[src/common/srst_defs.vh]
`ifndef SRST_DEFS_VH
`define SRST_DEFS_VH
// ----------------------------------------
// Register map
// ----------------------------------------
`define SRST_ADDR_W 8
`define SRST_ADDR_SELF_TEST 8'h2e
`define SRST_ADDR_SOFT_RESET 8'h2f
`define SRST_ADDR_SHADOW_FIRST 8'h50
`define SRST_ADDR_SHADOW_LAST 8'h54
`define SRST_ADDR_LOAD_STATUS 8'h55
`define SRST_SHADOW_COUNT 5
// ----------------------------------------
// Fields and values
// ----------------------------------------
`define SRST_BIT_MODE_ENABLE 0
`define SRST_BIT_FORCE_ENABLE 1
`define SRST_SELF_TEST_RESET 8'h00
`define SRST_SOFT_RESET_VALUE 8'h00
`define SRST_RESET_CODE 8'h52
`define SRST_SHADOW_RESET 8'h00
// ----------------------------------------
// Timing
// ----------------------------------------
`define SRST_HOLD_CYCLES 4
`endif

[src/design/srst_ctrl.v]
// Behaviour
// - Self-test register bit 0 set enables self-test mode; clear disables it.
// - Self-test register bit 1 set applies the self-test force; clear removes it.
// - Writing 0x52 to write-only reset register starts full power-on style reset.
// - After any reset, factory trim is copied into shadow registers used by logic.
//
// The implementer's own choice: the plain strobed port.
`include "srst_defs.vh"
`default_nettype none
module srst_ctrl #(
	parameter HOLD_CYCLES = `SRST_HOLD_CYCLES,
	parameter COUNT = `SRST_SHADOW_COUNT,
	parameter [39:0] TRIM_VALUES = 40'h0403020100
) (
	input wire clock,
	input wire rst_n,
	input wire [7:0] addr,
	input wire [7:0] wdata,
	input wire wr_en,
	input wire rd_en,
	output reg [7:0] rdata,
	output reg self_test_mode_enable,
	output reg self_test_force_enable,
	output reg device_reset,
	output reg trim_loaded
);
	// ----------------------------------------
	// Sequencer states
	// ----------------------------------------
	localparam [2:0] ST_HOLD = 3'b001;
	localparam [2:0] ST_LOAD = 3'b010;
	localparam [2:0] ST_RUN = 3'b100;
	localparam IDX_W = 3;
	localparam [3:0] HOLD_LAST = HOLD_CYCLES - 1;
	localparam [IDX_W-1:0] LAST_IDX = COUNT - 1;

	// ----------------------------------------
	// State and decode signals
	// ----------------------------------------
	reg [2:0] state_reg;
	reg [2:0] state_next;
	reg [3:0] hold_reg;
	reg [3:0] hold_next;
	reg [IDX_W-1:0] idx_reg;
	reg [IDX_W-1:0] idx_next;
	reg [7:0] st_reg;
	reg [7:0] st_next;
	reg [7:0] rdata_next;
	reg device_reset_next;
	reg trim_loaded_next;
	wire in_hold;
	wire in_load;
	wire in_run;
	wire sel_self_test;
	wire sel_soft_reset;
	wire sel_load_status;
	wire in_shadow;
	wire wr_self_test;
	wire wr_soft_reset;
	wire soft_reset_hit;
	wire [7:0] shadow_off;
	wire [7:0] trim_data;
	wire [7:0] shadow_data;
	wire [IDX_W-1:0] rd_idx;

	// ----------------------------------------
	// State and address decode
	// ----------------------------------------
	assign in_hold = state_reg == ST_HOLD;
	assign in_load = state_reg == ST_LOAD;
	assign in_run = state_reg == ST_RUN;
	assign sel_self_test = addr == `SRST_ADDR_SELF_TEST;
	assign sel_soft_reset = addr == `SRST_ADDR_SOFT_RESET;
	assign sel_load_status = addr == `SRST_ADDR_LOAD_STATUS;
	assign in_shadow = addr >= `SRST_ADDR_SHADOW_FIRST && addr <= `SRST_ADDR_SHADOW_LAST;
	assign wr_self_test = wr_en && sel_self_test;
	assign wr_soft_reset = wr_en && sel_soft_reset;
	// Other values on the reset register stop here and never reach the sequencer
	assign soft_reset_hit = wr_soft_reset && wdata == `SRST_RESET_CODE;
	assign shadow_off = addr - `SRST_ADDR_SHADOW_FIRST;
	assign rd_idx = in_shadow ? shadow_off[IDX_W-1:0] : {IDX_W{1'b0}};

	srst_trim_store #(
		.IDX_W(IDX_W),
		.TRIM_VALUES(TRIM_VALUES)
	) u_trim (
		.idx(idx_reg),
		.data(trim_data)
	);

	srst_shadow_bank #(
		.COUNT(COUNT),
		.IDX_W(IDX_W)
	) u_shadow (
		.clock(clock),
		.rst_n(rst_n),
		.load_en(state_reg == ST_LOAD),
		.load_idx(idx_reg),
		.load_data(trim_data),
		.rd_idx(rd_idx),
		.rd_data(shadow_data)
	);

	// ----------------------------------------
	// Reset and reload sequencer
	// ----------------------------------------
	// Soft reset re-enters the same path as power-on, so both reload trim alike
	// The reset code wins in every state, so a reload cut short starts over cleanly
	always @*
	begin
		state_next = state_reg;
		case (state_reg)
			ST_HOLD:
			begin
				if (hold_reg == 4'h0)
				begin
					state_next = ST_LOAD;
				end
			end
			ST_LOAD:
			begin
				if (idx_reg == LAST_IDX)
				begin
					state_next = ST_RUN;
				end
			end
			ST_RUN:
			begin
				state_next = ST_RUN;
			end
			default:
			begin
				state_next = ST_HOLD;
			end
		endcase
		if (soft_reset_hit)
		begin
			state_next = ST_HOLD;
		end
	end

	always @*
	begin
		hold_next = hold_reg;
		if (soft_reset_hit || !in_hold)
		begin
			hold_next = HOLD_LAST;
		end
		else if (hold_reg != 4'h0)
		begin
			hold_next = hold_reg - 4'h1;
		end
	end

	always @*
	begin
		idx_next = {IDX_W{1'b0}};
		if (in_load && state_next == ST_LOAD)
		begin
			idx_next = idx_reg + 3'h1;
		end
	end

	always @*
	begin
		device_reset_next = 1'b1;
		trim_loaded_next = 1'b0;
		if (state_next == ST_RUN)
		begin
			device_reset_next = 1'b0;
			trim_loaded_next = 1'b1;
		end
	end

	always @(posedge clock)
	begin
		if (!rst_n)
		begin
			state_reg <= ST_HOLD;
		end
		else
		begin
			state_reg <= state_next;
		end
	end

	always @(posedge clock)
	begin
		if (!rst_n)
		begin
			hold_reg <= HOLD_LAST;
		end
		else
		begin
			hold_reg <= hold_next;
		end
	end

	always @(posedge clock)
	begin
		if (!rst_n)
		begin
			idx_reg <= {IDX_W{1'b0}};
		end
		else
		begin
			idx_reg <= idx_next;
		end
	end

	always @(posedge clock)
	begin
		if (!rst_n)
		begin
			device_reset <= 1'b1;
			trim_loaded <= 1'b0;
		end
		else
		begin
			device_reset <= device_reset_next;
			trim_loaded <= trim_loaded_next;
		end
	end

	// ----------------------------------------
	// Register file
	// ----------------------------------------
	// Self-test bits fall back to zero on soft reset, like power-on
	// Self-test writes during reload are dropped, not queued: software waits for the load flag
	always @*
	begin
		st_next = st_reg;
		if (!in_run)
		begin
			st_next = `SRST_SELF_TEST_RESET;
		end
		else if (wr_self_test)
		begin
			st_next = {6'h00, wdata[1:0]};
		end
	end

	always @(posedge clock)
	begin
		if (!rst_n)
		begin
			st_reg <= `SRST_SELF_TEST_RESET;
		end
		else
		begin
			st_reg <= st_next;
		end
	end

	always @(posedge clock)
	begin
		if (!rst_n)
		begin
			self_test_mode_enable <= 1'b0;
			self_test_force_enable <= 1'b0;
		end
		else
		begin
			self_test_mode_enable <= st_reg[`SRST_BIT_MODE_ENABLE];
			self_test_force_enable <= st_reg[`SRST_BIT_FORCE_ENABLE];
		end
	end

	// ----------------------------------------
	// Read port
	// ----------------------------------------
	// Read data stand for one cycle only and then return to zero
	always @*
	begin
		rdata_next = 8'h00;
		if (!rd_en)
		begin
			rdata_next = 8'h00;
		end
		else if (sel_self_test)
		begin
			rdata_next = st_reg;
		end
		else if (sel_soft_reset)
		begin
			rdata_next = `SRST_SOFT_RESET_VALUE;
		end
		else if (in_shadow)
		begin
			rdata_next = shadow_data;
		end
		else if (sel_load_status)
		begin
			rdata_next = {7'h00, trim_loaded};
		end
		else
		begin
			rdata_next = 8'h00;
		end
	end

	always @(posedge clock)
	begin
		if (!rst_n)
		begin
			rdata <= 8'h00;
		end
		else
		begin
			rdata <= rdata_next;
		end
	end
endmodule
`default_nettype wire

[src/design/srst_shadow_bank.v]
`include "srst_defs.vh"
`default_nettype none
// ----------------------------------------
// Shadow registers, loaded one entry per cycle
// ----------------------------------------
module srst_shadow_bank #(
	parameter COUNT = `SRST_SHADOW_COUNT,
	parameter IDX_W = 3
) (
	input wire clock,
	input wire rst_n,
	input wire load_en,
	input wire [IDX_W-1:0] load_idx,
	input wire [7:0] load_data,
	input wire [IDX_W-1:0] rd_idx,
	output wire [7:0] rd_data
);
	wire [8*COUNT-1:0] flat;
	genvar g;
	generate
		for (g = 0; g < COUNT; g = g + 1)
		begin : entry
			reg [7:0] value_reg;
			always @(posedge clock)
			begin
				if (!rst_n)
					value_reg <= `SRST_SHADOW_RESET;
				else if (load_en && load_idx == g)
					value_reg <= load_data;
			end
			assign flat[8*g+7:8*g] = value_reg;
		end
	endgenerate
	assign rd_data = (rd_idx < COUNT) ? flat[8*rd_idx +: 8] : 8'h00;
endmodule
`default_nettype wire

[src/design/srst_trim_store.v]
`include "srst_defs.vh"
`default_nettype none
// ----------------------------------------
// Factory trim store: read-only constants
// ----------------------------------------
module srst_trim_store #(
	parameter IDX_W = 3,
	parameter [39:0] TRIM_VALUES = 40'h0403020100
) (
	input wire [IDX_W-1:0] idx,
	output wire [7:0] data
);
	// Trim contents are arbitrary defaults; a real part programs them at test
	assign data = (idx < 5) ? TRIM_VALUES[8*idx +: 8] : 8'h00;
endmodule
`default_nettype wire

[config.mk]
export PLATFORM = sky130hd
export DESIGN_NAME = srst_ctrl
export DESIGN_NICKNAME = d
export VERILOG_FILES = /design/src/design/srst_ctrl.v /design/src/design/srst_shadow_bank.v /design/src/design/srst_trim_store.v
export VERILOG_INCLUDE_DIRS = /design/src /design/src/common
export SDC_FILE = /design/constraint.sdc
export NUM_CORES = 1
export LEC_CHECK = 0
export BUFFER_PORTS_ARGS = -buffer_cell sky130_fd_sc_hd__buf_2
export CORE_AREA = 2 2 43 75
export CTS_CLUSTER_SIZE = 14
export DETAILED_ROUTE_END_ITERATION = 8
export DIE_AREA = 0 0 45 77
export GPL_ROUTABILITY_DRIVEN = 0
export GPL_TIMING_DRIVEN = 0
export HOLD_SLACK_MARGIN = 0.03
export PLACE_DENSITY = 0.81
export SYNTH_ARGS = -nofsm -noshare
export SYNTH_HDL_FRONTEND = slang
export SYNTH_SLANG_ARGS = --single-unit
[constraint.sdc]
create_clock -name clock -period 2.5 [get_ports clock]
set_input_delay 0.75 -clock clock [delete_from_list [all_inputs] [get_ports clock]]
set_output_delay 0.75 -clock clock [all_outputs]
set_load 0.02 [all_outputs]
[After elaboration in Yosys (flattened, before gate mapping)]
Index checks and enable logic that the tools add are counted.
W data, S select, Z words.
Word-level totals
  register bits after elaboration: 64
  input port bits: 20
  output and inout port bits: 12
  logic and storage cells: 72
Cells by class
  add/subtract/negate cells: 3
  order comparisons: 4
  eq/ne operators: 13
  shift-type cells: 2
  muxes and demuxes: 13
  bitwise operators: 2
  reduce and logical (&&, ||, !) cells: 20
Operators with widths (number)
  $shiftx A40 B7 Y8: 1
  $shiftx A40 B7 Y8 const A: 1
  $mux W8: 3
  $eq A8 B6 Y1 const B: 2
  $eq A8 B7 Y1 const B: 2
  $eq A3 B2 Y1 const B: 4
  $mux W3: 4
  $logic_and A1 B1 Y1: 10
  $eq A3 B3 Y1 const B: 3
  $pmux W3 S3: 1
  $ge A8 B7 Y1 const B: 1
  $le A8 B7 Y1 const B: 1
  $eq A3 B1 Y1 const B: 2
  $lt A3 B3 Y1 const B: 2
  $reduce_and A2 Y1: 3
  $logic_not A4 Y1: 1
  $mux W2: 2
  $reduce_bool A4 Y1: 1
  $sub A4 B1 Y4 const B: 1
  $add A3 B1 Y3 const B: 1
  $logic_not A3 Y1: 1
  $mux W1: 3
  $reduce_or A3 Y1: 1
  $sub A3 B1 Y3 const B: 1
  4 further kinds: 5

[Logic depth before layout (Yosys ltp)]
  depth after elaboration: 8
  depth in mapped cells: 6
  depth with buffers taken out: 6

[Hierarchy]
Synthesis repeated with hierarchy kept, for this count alone.
Second synthesis, totals
  cells, all modules: 309
  area total of the unflattened synthesis: 2934.1 sq um
By module, submodules not included
  srst_shadow_bank: times used 1, cells an instance 193, area an instance 1830.5 sq um, sequential area each 800.8 sq um
  srst_ctrl: times used 1, cells an instance 107, area an instance 1032.2 sq um, sequential area each 480.5 sq um
  srst_trim_store: times used 1, cells an instance 9, area an instance 71.3 sq um, sequential area each 0.0 sq um

[Worst setup path after synthesis]
OpenSTA, ideal clock, no wires.
  path kind: input to register
  from: in addr[1]
  to: reg state_reg[0]
  setup time: 0.070 ns
  arrival time: 1.643 ns
  data required time: 2.430 ns
  slack: 0.787 ns
  stages: 4
  buffers on the path: 1
  cells stage by stage: clkbuf_1 -> nand4_1 -> o21ai_2 -> o21bai_1
Between the ends
  cells in the longest elaborated chain, start to end: 4
RTL lines
  start, declared: line srst_ctrl.v:17  | input wire [7:0] addr,
  $eq A8 B6 Y1 (no line)
  $logic_and A1 B1 Y1: line srst_ctrl.v:77  | assign wr_soft_reset = wr_en && sel_soft_reset;
  $logic_and A1 B1 Y1 (no line)
  $mux W3: line srst_ctrl.v:136  | if (soft_reset_hit)
  end signal, assigned: line srst_ctrl.v:183  | state_reg <= state_next;
  end, declared: line srst_ctrl.v:40  | reg [2:0] state_reg;
Every way passes these cells.
A chain may end at the register's enable or synchronous reset.

[Final worst setup path]
  from: in addr[1]
  to: reg hold_reg[2]
Between the ends
  cells in the longest elaborated chain, start to end: 5
RTL lines
  $eq A8 B6 Y1 (no line)
  $logic_and A1 B1 Y1: line srst_ctrl.v:77
  $logic_and A1 B1 Y1 (no line)
  $logic_or A1 B1 Y1: line srst_ctrl.v:145  | if (soft_reset_hit || !in_hold)
  $reduce_or A2 Y1 (no line)
  end signal, assigned: line srst_ctrl.v:195  | hold_reg <= hold_next;
  end, declared: line srst_ctrl.v:42  | reg [3:0] hold_reg;
Every way passes these cells.

==> flow_metrics.py <==
metrics = {
    "floorplan": {
        "num_rows": 26,
        "die_area_um2": 3470,
        "dieHeight_um": 77,
        "core_area_um2": 2860,
        "initial_core_util_pct": 56.1,
        "io_pins": 32,
        "die_x_um": 45,
    },
    "hold_path": {
        "min_from": "u_shadow.entry[3].value_reg[2]$_SDFFE_PN0P_",
        "worstHoldPathCells": 2,
        "hp-class": "reg -> reg",
        "holdPathEnd": "u_shadow.entry[3].value_reg[2]$_SDFFE_PN0P_",
    },
    "synthesis": {
        "netlist_area_um2": 1610,
        "synth-edff-count": 0,
        "async_flop_share_pct": 0,
        "synth-main-ff-cell": "dfxtp_1",
        "synth_most_common_cell": "dfxtp_1",
        "synth.ff_latch_count": 35,
        "yosysTopAreaCell": "dfxtp_1",
        "synthesis.nets": 200,
        "synth-seq-area-share_pct": 43.6,
        "ys_warn_count": 0,
        "yosysTopAreaCellShare_pct": 43.6,
        "avgSynthCellArea_um2": 9.23,
        "synthCells": 174,
        "synth_common_cells": "dfxtp_1 (35), nand2_1 (24), nand3_1 (11)",
        "yosysUniqueCellTypes": 46,
        "synth_area_leaders": "dfxtp_1 (44%), nand2_1 (5.6%), mux2i_1 (5.0%)",
    },
    "drt": {
        "antenna_left": 0,
        "routed_wl_um": 3480,
        "wl_per_cell_um": 14.5,
        "dr.pass1.iters": 4,
        "via_per_inst": 5.70,
        "via_count": 1367,
        "route.detailed.drc": 0,
        "drt_iter0_drc": 31,
    },
    "timing": {
        "tns_ns": 0,
        "worst_pin_slew_ns": 0.502,
        "rsz0062_at_grt": "no",
        "skew_ns": 0.00669,
        "slew_headroom_pct": 66.2,
        "setup_violations": 0,
        "hold_viol": 0,
        "hold_slack_ns": 0.466,
        "slew_viol_final": 0,
        "fin_crit_ns": 1.82,
        "setup_slack_ns": 0.680,
        "post-route-period-util_pct": 72.8,
        "fmax_mhz": 549,
    },
    "global_route": {
        "grt_pass1_vias": 1382,
        "grt_max_degree": 11,
        "grt_pass1_wl_um": 5650,
        "gr-total-overflow": 0,
        "grt_use_total_pct": 21.6,
        "antenna_found_initial": 0,
    },
    "setup_path": {
        "crit_cells": 5,
        "worstSetupPathType": "in -> reg",
        "cp-end-kind": "register",
        "critPathMaxFanout": 10,
        "critPathRequiredTime_ns": 2.66,
        "crit_path_cell_trace": "buf_2, clkbuf_1, nand4_1, o211ai_1, nor3_1",
        "cp_top_family": "buffers and inverters",
        "r2r_slack_ns": 0.93,
        "r2r-start": "idx_reg[0]$_SDFF_PN0_",
        "cpMaxStageDelayCell": "clkbuf_1",
        "startpoint_type": "input pin",
        "timing.rr.end": "u_shadow.entry[3].value_reg[2]$_SDFFE_PN0P_",
        "critPathLaunch": "addr[1]",
        "cp.arrival_ns": 1.98,
        "cp_num_buf_inv": 2,
        "r2r_cells": 5,
        "critPathMaxStageDelay_ns": 0.37,
    },
    "pwr": {
        "p_leak_nw": 0.778,
        "peakVddDrop_mv": 0.605,
        "p_per_area_nw_per_um2": 644,
    },
    "clock_tree": {
        "cts_made_buffers": 5,
        "clockBufferDepth": 2,
        "cts_setup_buffers": 0,
        "clk_pin_slew_ns": 0.07,
        "cts_tree": "yes",
        "clockRootBuffer": "clkbuf_8",
        "clock-sinks": 35,
        "htree_num_levels": 2,
        "ctsHoldBuffers": 0,
        "cts_resized": 0,
        "clkLatencyLatePin_ns": 0.28,
    },
    "layout": {
        "area_growth_pct": 17.8,
        "largest_reg_flops": 15,
        "diodes": 0,
        "final_cells": 240,
        "drive_gt1_share_pct": 23.6,
        "layout.nets": 237,
    },
    "place": {
        "placed_cells": 232,
        "dp_slack_ns": 0.368,
        "dp_hpwl_um": 2780,
        "numPortBuffers": 30,
    },
    "job": {
        "maxCapViolCount": 0,
    },
    "run_status": {
        "outcome": "finished clean",
    },
}
## where the power goes
group / internal [W] / total (W) / switching (W)
Combinational: 0.0000807 / 0.000167 / 0.0000860
Clock: 0.000251 / 0.000443 / 0.000192
Sequential: 0.000585 / 0.000607 / 0.0000228
Total: 0.000917 / 0.00122 / 0.000301
## cells by family (layout without fill, tap and decap cells)
group	count (synthesis)	count (layout)	synth area share [%]
fa+ha+maj	6	6	4.68
mux	8	8	4.99
xor+xnor	2	2	1.09
simple gates	78	78	28.1
other cells	1	1	0.234
buf+inv	15	53	4.52
compound gates	29	29	12.7
flops	35	35	43.6
## placed cells by master, fill, tap and decap left out, types with 2 or more instances in the layout
master,n
xnor2_1,2
inv_1,6
ha_1,6
buf_4,4
o211ai_1,2
a21oi_1,6
o21ai_0,3
nor2_1,8
nand4_1,2
nand2_1,24
a21boi_0,8
a21boi_1,2
or3_1,2
mux2i_1,8
nand3_1,11
nor3_1,5
clkbuf_8,7
and2_2,2
buf_2,31
nand3b_1,2
and2_1,2
clkbuf_1,5
dfxtp_1,35
nor2b_1,2
and3_1,5
## layer usage
layer  share of wire (%)  global-route usage, %
met5                   0                      0
met3                 2.3                   5.18
met2                  58                   39.1
met1                  37                   21.2
met4                 2.6                   10.0
## how the worst max path moves through the flow
stage                                    end  slack, ns
floorplan            state_reg[0]$_SDFF_PN1_       0.79
global placement     state_reg[0]$_SDFF_PN1_       0.43
detailed placement  hold_reg[2]$_SDFFE_PP0N_       0.37
CTS                 hold_reg[2]$_SDFFE_PP0N_       0.66
global route        hold_reg[2]$_SDFFE_PP0N_       0.56
finish              hold_reg[2]$_SDFFE_PP0N_       0.68
## worst register-to-register path: stages (launching register included)
cell and delay, ns:
dfxtp_1 0.51, ha_1 0.20, ha_1 0.16, nand2_1 0.10, or4_1 0.41, a21boi_1 0.14
## through the flow
step                power, W  instance area (um^2)  utilization [%]
finish               0.00122                  1890             66.0
global route         0.00128                  1890             66.0
CTS                  0.00123                  1890             66.0
detailed placement  0.000787                  1790             62.5
global placement    0.000769                  1790             62.5
floorplan           0.000735                  1610                -
## layout make-up
class                      count  area, um^2
clock buffer                   8         100
sequential                    35         701
timing repair buffer          30         150
multi-input combinational    124         832
buffer                         9        50.0
inverter                       6        22.5
fill                         246         972
tap                           28        35.0
(Power assumes the default switching activity.)
